`src/amcc_pkg.sv`:
```
package amcc_pkg;
    localparam int AMCC_WORD_BITS = 24;
    localparam logic [4:0] AMCC_FULL_LEN = 5'd24;
    localparam logic [4:0] AMCC_SHORT_LEN = 5'd16;
    localparam logic [2:0] AMCC_BG_LAST = 3'd5;
    localparam logic [2:0] AMCC_MODE_NORMAL = 3'h0;
    localparam logic [2:0] AMCC_MODE_SELF = 3'h1;
    localparam logic [2:0] AMCC_MODE_SYS_ZERO = 3'h2;
    localparam logic [2:0] AMCC_MODE_SYS_FULL = 3'h3;
    localparam logic [2:0] AMCC_MODE_SYS_OFS = 3'h4;
    localparam logic [2:0] AMCC_MODE_BACKGND = 3'h5;
    localparam logic [2:0] AMCC_MODE_RW_ZERO = 3'h6;
    localparam logic [2:0] AMCC_MODE_RW_FULL = 3'h7;
    localparam logic [23:0] AMCC_CTRL_RESET = 24'h000000;
    localparam int AMCC_PIN_SCLK = 0;
    localparam int AMCC_PIN_SDATA = 1;
    localparam int AMCC_PIN_TFS = 2;
    localparam int AMCC_PIN_RFS = 3;
    localparam int AMCC_PIN_SEL = 4;
    localparam int AMCC_PIN_COUNT = 5;

    typedef struct packed {
        logic [2:0] mode_sel;
        logic [2:0] gain_sel;
        logic channel_select;
        logic power_down_bit;
        logic word_length_select;
        logic excitation_current_enable;
        logic burnout_current_enable;
        logic unipolar_select;
        logic [11:0] notch_code;
    } amcc_ctrl_s;

    typedef struct packed {
        logic zero_we;
        logic full_we;
        logic chan;
        logic [23:0] zero_data;
        logic [23:0] full_data;
    } amcc_coef_wr_s;

    typedef enum logic [1:0] {
        AMCC_TGT_CTRL,
        AMCC_TGT_DATA,
        AMCC_TGT_COEF,
        AMCC_TGT_NONE
    } amcc_target_e;

    typedef enum logic [1:0] {
        AMCC_XF_IDLE,
        AMCC_XF_WRITE,
        AMCC_XF_READ
    } amcc_xfer_e;
endpackage

```
`src/amcc_coef_store.sv`:
```
`timescale 1ns/100ps
module amcc_coef_store
    import amcc_pkg::*;
(
    input wire logic clk_sys_in,
    input wire logic rst_in,
    input wire amcc_coef_wr_s wr_in,
    input wire logic rd_chan_in,
    input wire logic rd_full_in,
    output logic [23:0] rd_data_out
);
    logic [23:0] zero_coef [2];
    logic [23:0] full_coef [2];
    logic [23:0] next_rd_data;

    genvar ch;
    generate
        for (ch = 0; ch < 2; ch++) begin : g_chan
            always_ff @(posedge clk_sys_in) begin
                if (rst_in) begin
                    zero_coef[ch] <= AMCC_CTRL_RESET;
                    full_coef[ch] <= AMCC_CTRL_RESET;
                end else if (wr_in.chan == 1'(ch)) begin
                    if (wr_in.zero_we) begin
                        zero_coef[ch] <= wr_in.zero_data;
                    end
                    if (wr_in.full_we) begin
                        full_coef[ch] <= wr_in.full_data;
                    end
                end
            end
        end
    endgenerate

    always_comb begin
        next_rd_data = rd_full_in ? full_coef[rd_chan_in] : zero_coef[rd_chan_in];
    end

    always_ff @(posedge clk_sys_in) begin
        if (rst_in) begin
            rd_data_out <= AMCC_CTRL_RESET;
        end else begin
            rd_data_out <= next_rd_data;
        end
    end
endmodule // amcc_coef_store

```
`src/amcc_control.sv`:
```
// Summary of operation
// - 24-bit control word: mode, gain, channel, flags high; 12-bit notch code low.
// - mode 000 reads conversion result with select high; mode resets to 000.
// - mode 001 self-calibrates zero and full scale, then mode returns to 000.
// - data-ready low signals completion of every calibration type except background (mode 101).
// - mode 010 calibrates system zero-scale only, flags data-ready, returns to normal.
// - mode 011 calibrates system full-scale only, flags data-ready, returns to normal.
// - mode 100 system offset: zero on input, full on reference, then normal.
// - mode 101 background calibration updates coefficients; word rate divided by six.
// - mode 110 routes select-high reads and writes to zero-scale coefficient.
// - mode 111 routes select-high reads and writes to full-scale coefficient.
// - coefficient transfers are always 24 bits regardless of word length bit.
// - coefficient writes shorter than 24 bits are discarded.
// - gain code n selects gain two to the n; reset gain is one.
// - calibrations and coefficient accesses use the selected channel's own set.
// - select-low transfers access control word; short writes are not loaded.
// - serial clocks after the 24th in a write frame are ignored.
// - data-ready falls on new word, rises after a full word is read.
`timescale 1ns/100ps
module amcc_control
    import amcc_pkg::*;
(
    input wire logic clk_sys_in,
    input wire logic rst_in,
    input wire logic serial_clock_in,
    input wire logic sdata_in,
    input wire logic transmit_frame_n_in,
    input wire logic receive_frame_n_in,
    input wire logic register_select_line_in,
    input wire logic conv_valid_in,
    input wire logic [23:0] conv_word_in,
    input wire logic cal_done_in,
    input wire logic [23:0] cal_zero_in,
    input wire logic [23:0] cal_full_in,
    output logic sdata_out,
    output logic sdata_oe_out,
    output logic data_ready_n_out,
    output amcc_ctrl_s ctrl_out,
    output logic [7:0] gain_factor_out,
    output logic cal_active_out
);
    logic [AMCC_PIN_COUNT-1:0] pin_raw;
    logic [AMCC_PIN_COUNT-1:0] sync1;
    logic [AMCC_PIN_COUNT-1:0] sync2;
    logic [AMCC_PIN_COUNT-1:0] sync3;
    logic [AMCC_PIN_COUNT-1:0] pin_acc;
    logic [AMCC_PIN_COUNT-1:0] pin_chg;
    amcc_ctrl_s ctrl, next_ctrl;
    amcc_xfer_e xfer, next_xfer;
    amcc_target_e target, next_target;
    logic [23:0] shreg, next_shreg;
    logic [4:0] bitcnt, next_bitcnt;
    logic [4:0] rd_len, next_rd_len;
    logic [23:0] conv_word, next_conv_word;
    logic [2:0] bg_cnt, next_bg_cnt;
    logic dready_n, next_dready_n;
    logic sd_out, next_sd_out;
    logic sd_oe, next_sd_oe;
    logic [7:0] gain_factor, next_gain_factor;
    logic cal_active, next_cal_active;
    amcc_coef_wr_s coef_wr;
    logic [23:0] coef_rd;
    logic sclk_rise, sclk_fall, tfs_fall, tfs_rise, rfs_fall, rfs_rise;
    logic coef_mode;
    logic host_commit;
    assign pin_raw = {register_select_line_in, receive_frame_n_in, transmit_frame_n_in,
                      sdata_in, serial_clock_in};
    // pins come from the host's clock; accept a change only once stages two and three agree
    genvar p;
    generate
        for (p = 0; p < AMCC_PIN_COUNT; p++) begin : g_pin
            always_comb begin
                pin_chg[p] = (sync2[p] == sync3[p]) && (sync3[p] != pin_acc[p]);
            end
            always_ff @(posedge clk_sys_in) begin
                if (rst_in) begin
                    sync1[p] <= 1'b1;
                    sync2[p] <= 1'b1;
                    sync3[p] <= 1'b1;
                    pin_acc[p] <= 1'b1;
                end else begin
                    sync1[p] <= pin_raw[p];
                    sync2[p] <= sync1[p];
                    sync3[p] <= sync2[p];
                    pin_acc[p] <= pin_chg[p] ? sync3[p] : pin_acc[p];
                end
            end
        end
    endgenerate

    always_comb begin
        sclk_rise = pin_chg[AMCC_PIN_SCLK] && sync3[AMCC_PIN_SCLK];
        sclk_fall = pin_chg[AMCC_PIN_SCLK] && !sync3[AMCC_PIN_SCLK];
        tfs_fall = pin_chg[AMCC_PIN_TFS] && !sync3[AMCC_PIN_TFS];
        tfs_rise = pin_chg[AMCC_PIN_TFS] && sync3[AMCC_PIN_TFS];
        rfs_fall = pin_chg[AMCC_PIN_RFS] && !sync3[AMCC_PIN_RFS];
        rfs_rise = pin_chg[AMCC_PIN_RFS] && sync3[AMCC_PIN_RFS];
        coef_mode = (ctrl.mode_sel == AMCC_MODE_RW_ZERO) ||
                    (ctrl.mode_sel == AMCC_MODE_RW_FULL);
    end

    amcc_coef_store u_coef_store (
        .clk_sys_in(clk_sys_in),
        .rst_in(rst_in),
        .wr_in(coef_wr),
        .rd_chan_in(ctrl.channel_select),
        .rd_full_in(ctrl.mode_sel[0]),
        .rd_data_out(coef_rd)
    );

    always_comb begin
        next_ctrl = ctrl;
        next_xfer = xfer;
        next_target = target;
        next_shreg = shreg;
        next_bitcnt = bitcnt;
        next_rd_len = rd_len;
        next_conv_word = conv_word;
        next_bg_cnt = bg_cnt;
        next_dready_n = dready_n;
        next_sd_out = sd_out;
        next_sd_oe = sd_oe;
        host_commit = 1'b0;
        coef_wr = '0;
        coef_wr.chan = ctrl.channel_select;
        coef_wr.zero_data = cal_zero_in;
        coef_wr.full_data = cal_full_in;
        // end of a data read first, so a new word in the same cycle wins
        if (xfer == AMCC_XF_READ && sclk_fall && bitcnt + 5'h1 == rd_len &&
            target == AMCC_TGT_DATA) begin
            next_dready_n = 1'b1;
        end
        // conversion and calibration engine events
        if (cal_done_in) begin
            unique case (ctrl.mode_sel)
                AMCC_MODE_SELF, AMCC_MODE_SYS_OFS: begin
                    coef_wr.zero_we = 1'b1;
                    coef_wr.full_we = 1'b1;
                    next_ctrl.mode_sel = AMCC_MODE_NORMAL;
                    next_dready_n = 1'b0;
                end
                AMCC_MODE_SYS_ZERO: begin
                    coef_wr.zero_we = 1'b1;
                    next_ctrl.mode_sel = AMCC_MODE_NORMAL;
                    next_dready_n = 1'b0;
                end
                AMCC_MODE_SYS_FULL: begin
                    coef_wr.full_we = 1'b1;
                    next_ctrl.mode_sel = AMCC_MODE_NORMAL;
                    next_dready_n = 1'b0;
                end
                AMCC_MODE_BACKGND: begin
                    coef_wr.zero_we = 1'b1;
                    coef_wr.full_we = 1'b1;
                end
                AMCC_MODE_NORMAL, AMCC_MODE_RW_ZERO, AMCC_MODE_RW_FULL: begin
                end
            endcase
        end
        if (conv_valid_in) begin
            if (ctrl.mode_sel == AMCC_MODE_BACKGND) begin
                // one word out of every six cycles of the sequence
                next_bg_cnt = (bg_cnt == AMCC_BG_LAST) ? 3'h0 : bg_cnt + 3'h1;
                if (bg_cnt == AMCC_BG_LAST) begin
                    next_conv_word = conv_word_in;
                    next_dready_n = 1'b0;
                end
            end else if (ctrl.mode_sel == AMCC_MODE_NORMAL || coef_mode) begin
                next_conv_word = conv_word_in;
                next_dready_n = 1'b0;
            end
        end

        // serial port
        unique case (xfer)
            AMCC_XF_IDLE: begin
                next_sd_oe = 1'b0;
                if (tfs_fall) begin
                    next_xfer = AMCC_XF_WRITE;
                    next_bitcnt = 5'h0;
                    if (!sync3[AMCC_PIN_SEL]) begin
                        next_target = AMCC_TGT_CTRL;
                    end else if (coef_mode) begin
                        next_target = AMCC_TGT_COEF;
                    end else begin
                        next_target = AMCC_TGT_NONE;
                    end
                end else if (rfs_fall) begin
                    next_xfer = AMCC_XF_READ;
                    next_bitcnt = 5'h0;
                    next_sd_oe = 1'b1;
                    next_rd_len = AMCC_FULL_LEN;
                    if (!sync3[AMCC_PIN_SEL]) begin
                        next_target = AMCC_TGT_CTRL;
                        next_shreg = ctrl;
                    end else if (coef_mode) begin
                        next_target = AMCC_TGT_COEF;
                        next_shreg = coef_rd;
                    end else begin
                        next_target = AMCC_TGT_DATA;
                        next_shreg = conv_word;
                        if (!ctrl.word_length_select) begin
                            next_rd_len = AMCC_SHORT_LEN;
                        end
                    end
                    next_sd_out = next_shreg[23];
                end
            end
            AMCC_XF_WRITE: begin
                if (sclk_rise && bitcnt < AMCC_FULL_LEN) begin
                    next_shreg = {shreg[22:0], sync3[AMCC_PIN_SDATA]};
                    next_bitcnt = bitcnt + 5'h1;
                end
                if (tfs_rise) begin
                    next_xfer = AMCC_XF_IDLE;
                    if (bitcnt == AMCC_FULL_LEN) begin
                        unique case (target)
                            AMCC_TGT_CTRL: begin
                                host_commit = 1'b1;
                            end
                            AMCC_TGT_COEF: begin
                                coef_wr.zero_we = !ctrl.mode_sel[0];
                                coef_wr.full_we = ctrl.mode_sel[0];
                                coef_wr.zero_data = shreg;
                                coef_wr.full_data = shreg;
                            end
                            AMCC_TGT_DATA, AMCC_TGT_NONE: begin
                            end
                        endcase
                    end
                end
            end
            AMCC_XF_READ: begin
                if (sclk_fall && bitcnt < rd_len) begin
                    next_shreg = {shreg[22:0], 1'b0};
                    next_sd_out = shreg[22];
                    next_bitcnt = bitcnt + 5'h1;
                end
                if (rfs_rise) begin
                    next_xfer = AMCC_XF_IDLE;
                    next_sd_oe = 1'b0;
                end
            end
            default: begin
                next_xfer = AMCC_XF_IDLE;
            end
        endcase
        // host's new word overrides the automatic mode clear
        if (host_commit) begin
            next_ctrl = shreg;
            next_bg_cnt = 3'h0;
        end

        next_gain_factor = 8'h01 << next_ctrl.gain_sel;
        next_cal_active = (next_ctrl.mode_sel != AMCC_MODE_NORMAL) &&
                          (next_ctrl.mode_sel != AMCC_MODE_RW_ZERO) &&
                          (next_ctrl.mode_sel != AMCC_MODE_RW_FULL);
    end

    always_ff @(posedge clk_sys_in) begin
        if (rst_in) begin
            ctrl <= AMCC_CTRL_RESET;
            xfer <= AMCC_XF_IDLE;
            target <= AMCC_TGT_NONE;
            shreg <= AMCC_CTRL_RESET;
            bitcnt <= 5'h0;
            rd_len <= AMCC_FULL_LEN;
            conv_word <= AMCC_CTRL_RESET;
            bg_cnt <= 3'h0;
            dready_n <= 1'b1;
            sd_out <= 1'b0;
            sd_oe <= 1'b0;
            gain_factor <= 8'h01;
            cal_active <= 1'b0;
        end else begin
            ctrl <= next_ctrl;
            xfer <= next_xfer;
            target <= next_target;
            shreg <= next_shreg;
            bitcnt <= next_bitcnt;
            rd_len <= next_rd_len;
            conv_word <= next_conv_word;
            bg_cnt <= next_bg_cnt;
            dready_n <= next_dready_n;
            sd_out <= next_sd_out;
            sd_oe <= next_sd_oe;
            gain_factor <= next_gain_factor;
            cal_active <= next_cal_active;
        end
    end

    assign ctrl_out = ctrl;
    assign data_ready_n_out = dready_n;
    assign sdata_out = sd_out;
    assign sdata_oe_out = sd_oe;
    assign gain_factor_out = gain_factor;
    assign cal_active_out = cal_active;
endmodule // amcc_control

```
`config.mk`:
```
export PLATFORM = sky130hd
export DESIGN_NAME = amcc_control
export DESIGN_NICKNAME = d
export VERILOG_FILES = /design/src/amcc_pkg.sv /design/src/amcc_coef_store.sv /design/src/amcc_control.sv
export SDC_FILE = /design/constraint.sdc
export NUM_CORES = 1
export LEC_CHECK = 0
export ABC_AREA = 1
export BUFFER_PORTS_ARGS = -buffer_cell sky130_fd_sc_hd__buf_2
export CORE_MARGIN = 10
export CORE_UTILIZATION = 50
export CTS_CLUSTER_SIZE = 8
export DETAILED_ROUTE_END_ITERATION = 8
export PLACE_DENSITY = 0.71
export SKIP_CTS_REPAIR_TIMING = 1
export SLEW_MARGIN = 20
export SYNTH_ARGS = -nofsm -noshare
export SYNTH_HDL_FRONTEND = slang
export SYNTH_SLANG_ARGS = --single-unit
```
`constraint.sdc`:
```
create_clock -name clk_sys_in -period 7.1 [get_ports clk_sys_in]
set_clock_uncertainty 0.1 [all_clocks]
set_input_delay 0.355 -clock clk_sys_in [delete_from_list [all_inputs] [get_ports clk_sys_in]]
set_output_delay 0.355 -clock clk_sys_in [all_outputs]
set_load 0.01 [all_outputs]
```
# Word level (Yosys, flattened, before mapping)
# Memory sizes are Yosys's and may differ from the RTL's. A register that Yosys moved wholly into a read port is not among the register bits.
# Cells that the tools add are included.
[word_totals] regBits=143 ramBits=96 input_bits=81 out_inout_bits=36 elab_cells=213 memories=2
[op_classes] addsub=2 order_cmp=2 eq_ne=30 shift=1 n_mux=88 n_bitwise=5 n_reduce_logical=43
[mem_list] name="u_coef_store.full_coef" words=2 word_bits=24 rd=1 rd_ports_with_merged_regs=1 write_ports=2 line="amcc_coef_store.sv:13" text="logic [23:0] full_coef [2];"
[mem_list] name="u_coef_store.zero_coef" words=2 word_bits=24 rd=1 rd_ports_with_merged_regs=1 write_ports=2 line="amcc_coef_store.sv:12" text="logic [23:0] zero_coef [2];"
[ops] operator="$mux W24" n=15
[ops] operator="$mux W48" n=4
[ops] operator="$pmux W24 S3" n=1
[ops] operator="$mux W1" n=40
[ops] operator="$mux W2" n=14
[ops] operator="$mux W5" n=4
[ops] operator="$logic_and A1 B1 Y1" n=16
[ops] operator="$eq A3 B3 Y1 const B" n=5
[ops] operator="$pmux W5 S3" n=1
[ops] operator="$mux W4" n=3
[ops] operator="$reduce_or A4 Y1" n=3
[ops] operator="$ne A2 B2 Y1 const B" n=5
[ops] operator="$mux W3" n=3
[ops] operator="$ne A3 B3 Y1 const B" n=3
[ops] operator="$reduce_and A3 Y1" n=3
[ops] operator="$reduce_and A4 Y1" n=2
[ops] operator="$shl A1 B3 Y8 const A" n=1
[ops] operator="$eq A3 B2 Y1 const B" n=2
[ops] operator="$pmux W2 S3" n=1
[ops] operator="$reduce_and A2 Y1" n=3
[ops] operator="$reduce_bool A2 Y1" n=3
[ops] operator="$reduce_bool A3 Y1" n=2
[ops] operator="$add A5 B1 Y5 const B" n=1
[ops] operator="$eq A5 B5 Y1" n=1
[ops] operator="19 further kinds" n=35

# Depth between registers and ports, before layout
[logic_depth] ltp_word=13 ltp_mapped=11 mapped_depth_nobuf=10

# By module
# Synthesis repeated with hierarchy kept, for this count alone.
[hier_totals] cells_unflattened=1510 hier_area_um2=11055.6
[modules_own_cells] module="amcc_control" instances=1 cells_per_inst=942 area_per_inst_um2=5850.6 seq_area_each_um2=2302.2
[modules_own_cells] module="amcc_coef_store" instances=1 cells_per_inst=568 area_per_inst_um2=5205.0 seq_area_each_um2=3363.2

# Worst setup path before layout
# Ideal clock, no wire load.
[synth_timing] kind="reg2reg" start="register xfer[1]" end="memory u_coef_store.full_coef[0][0], enable pin" setup_time_ns=0.438 arrival_ns=2.966 t_required_ns=6.562 slack_ns=3.596 stages_incl_launch_ff=9 path_buffers=0 period_less_slack_ns=3.504 path_cell_list="dfxtp_1 inv_1 ha_1 nand2_1 nor2_4 nand2_2 nand2_2 nand2_1 o21ai_0"
[synth_lines] item="from (decl)" line="amcc_control.sv:49" text="amcc_xfer_e xfer, next_xfer;"
[synth_lines] item="from (signal assigned)" line="amcc_control.sv:277" text="xfer <= next_xfer;"
[synth_lines] item="to (decl)" line="amcc_coef_store.sv:13"

==> results.yml <==
status:
  outcome: "finished, final reports clean"
detailed_routing:
  drc: 0
  wl_um: 29100
  dr.pass1.iters: 5
  ant_nets: 0
  viasPerCell: 5.21
  drtIter0Drc: 765
  num_vias: 9055
  detail_route.wl_per_cell_um: 16.7
min_path:
  min_to: "conv_word[7]"
  hp-class: "input port to flop"
  worstHoldStart: "conv_word_in[7]"
  whs_path_depth: 3
worst_setup_path:
  start_kind: "flop"
  rr_worst_depth: 10
  required_ns: 7.17
  critPathMaxFanout: 98
  reg2reg_slack_ns: 3.87
  reg2reg_from: "xfer[1]"
  crit_type: "flop to flop"
  crit_path_end_kind: "flop"
  setup.worst_path.start: "xfer[1]"
  crit_arrival_ns: 3.30
  r2r_end: "u_coef_store.full_coef[1][8]"
timing:
  fin_crit_sh_pct: 45.5
  relSlewSlack_pct: 30.9
  worst_pin_slew_ns: 1.03
  maxSlewViolCount: 0
  tns_ns: 0
  fin_crit_ns: 3.23
  setup_viol: 0
  max_freq_mhz: 310
  finalHoldViolCount: 0
  rsz0062_at_grt: "false"
power:
  vdd.ir_drop.worst_v: 0.000151
  p_leak_uw: 0.00546
  p_per_area_mw_per_mm2: 254
floorplanning:
  die_x_um: 166
  fp-row-count: 53
  initial_core_util_pct: 50.9
  die_h_um: 166
  pin_count: 117
  core_area_mm2: 0.0211
  dieArea_mm2: 0.0277
grt:
  grt_max_degree: 99
  grt_pass1_wl_um: 45800
  grt_pass1_vias: 8738
  antenna_found_initial: 0
  grt.total_usage_pct: 20.0
  grt.overflow.total: 0
synthesis:
  ys_async_sr_fraction_pct: 0
  synthesis.nets: 1448
  yosys.area.top_type: "edfxtp_1"
  synthesis.area_mm2: 0.0107
  ys_ff_latch: 236
  synth_area_leaders: "edfxtp_1, dfxtp_1, nor2_1, o21ai_0, nand2_1"
  synthDistinctLibCells: 38
  synth_flop_cell: "dfxtp_1"
  seq_area_frac_synth_pct: 53.0
  yosys_warnings: 0
  netlist_instances: 1360
  synth_edf_count: 96
  netlist.area_leader.share_pct: 26.9
  avgSynthCellArea_um2: 7.89
placement:
  post-dp-hpwl_um: 19400
  port_buffers: 116
  gp_congestion: 0.899
final_layout:
  final_util_pct: 58.8
  drive_gt1_share_pct: 14.1
  mostFrequentLayoutCell: "nor2_1"
  fillers: 1936
  nNetsFinal: 1538
  final_cell_mix: "nor2_1, nand2_1, o21ai_0"
  diodes: 0
  area_growth_pct: 15.7
clocking:
  cts.clk_slew.worst_paths_ns: 0.05
  cts_sinks: 236
  cts_tree: "yes"
  clk_latency_ns: 0.50
  cts_buffers: 35
  root_buffer: "clkbuf_16"
  h-tree-depth: 2
  cts_buffer_depth: 3
flow_run:
  drv_cap: 0
-- synthesized netlist by cell type (2+ instances only) --
cell and n:
buf_2 21, dfxtp_1 140, nor2_1 285, inv_1 141, nand4_4 2, nand2_2 4, nand4_1 6, or2_2 14
nand3_1 27, a21oi_1 80, o21ai_1 29, o21ai_0 193, buf_6 8, nand3_4 2, o211ai_1 4, o22ai_1 4
edfxtp_1 96, buf_4 4, nor2_2 4, buf_1 6, o21ai_2 2, ha_1 7, clkbuf_1 40, nand2_1 227
-- worst max path at each step --
stage / end / slack (ns) / depth (start not counted)
2_1_floorplan: u_coef_store.full_coef[0][0] / 3.60 / 8
3_3_place_gp: u_coef_store.zero_coef[1][4] / 3.65 / 10
6_report: u_coef_store.full_coef[1][8] / 3.87 / 10
4_1_cts: u_coef_store.zero_coef[1][15] / 3.52 / 10
3_5_place_dp: u_coef_store.zero_coef[1][4] / 3.59 / 10
5_1_grt: u_coef_store.full_coef[1][8] / 3.66 / 10
-- worst max-delay path, stage by stage (launching register included) --
cell and delay [ns]:
dfxtp_1 0.33, inv_1 0.09, ha_1 0.27, nand2_1 0.13
nor2_4 0.42, nand2_2 0.09, buf_4 0.39, nand2_2 0.24
nand2_1 0.12, o21ai_2 0.32, buf_4 0.37
-- logic make-up after synthesis --
kind of cell / count (synthesis) / synth area share [%]
AOI/OAI and AO/OA: 316 / 15.1
DFF: 236 / 53.0
buffers and inverters: 222 / 8.71
xor gates and xnor gates: 2 / 0.163
and+or+nand+nor: 577 / 22.2
adders and majority gates: 7 / 0.816
-- report_power, final --
part | internal [uW] | switching [uW]
sequential | 1450 | 15.4
combinational | 55.5 | 101
clock | 972 | 556
total | 2480 | 673
-- registers in the layout, indices dropped and copies added (netlist names), 3 cells and up, named ones only --
signal and cells:
conv_word 24, u_coef_store.zero_coef 48, pin_acc 3, bg_cnt 3, ctrl_out 24, u_coef_store.full_coef 48, sync1 5, sync3 5
bitcnt 5, u_coef_store.rd_data_out 24, sync2 5, shreg 24, gain_factor_out 8
-- area by class of cell --
type	count	area (um^2)	share of cell area, %
inverters	143	537	4.33
clock buffers	50	975	7.86
multi-input cells	902	4120	33.2
flip-flops and latches	236	5690	45.8
clock inverters	1	30.0	0.242
repair buffers	132	713	5.75
well taps	275	344	2.77
-- layer usage --
metal  share of wire, %  GRT usage (%)
met5                  0              0
met2                 48           33.6
met3                6.9           3.77
met4                3.2           7.60
met1                 42           25.0
-- through the flow --
| step | instance area (um^2) | power [uW] | hold WS [ns] | cells | setup slack, ns |
|---|---|---|---|---|---|
| global placement | 11300 | 1640 | 0.292 | 1683 | 3.65 |
| global route | 12400 | 3250 | 0.0427 | 1739 | 3.66 |
| CTS | 12400 | 3170 | -0.0713 | 1734 | 3.52 |
| floorplan | 10700 | 1590 | 0.289 | 1360 | 3.60 |
| finish | 12400 | 3150 | 0.0342 | 1739 | 3.87 |
| detailed placement | 11300 | 1650 | 0.298 | 1683 | 3.59 |
No activity file was read; power rests on OpenSTA's default activity.
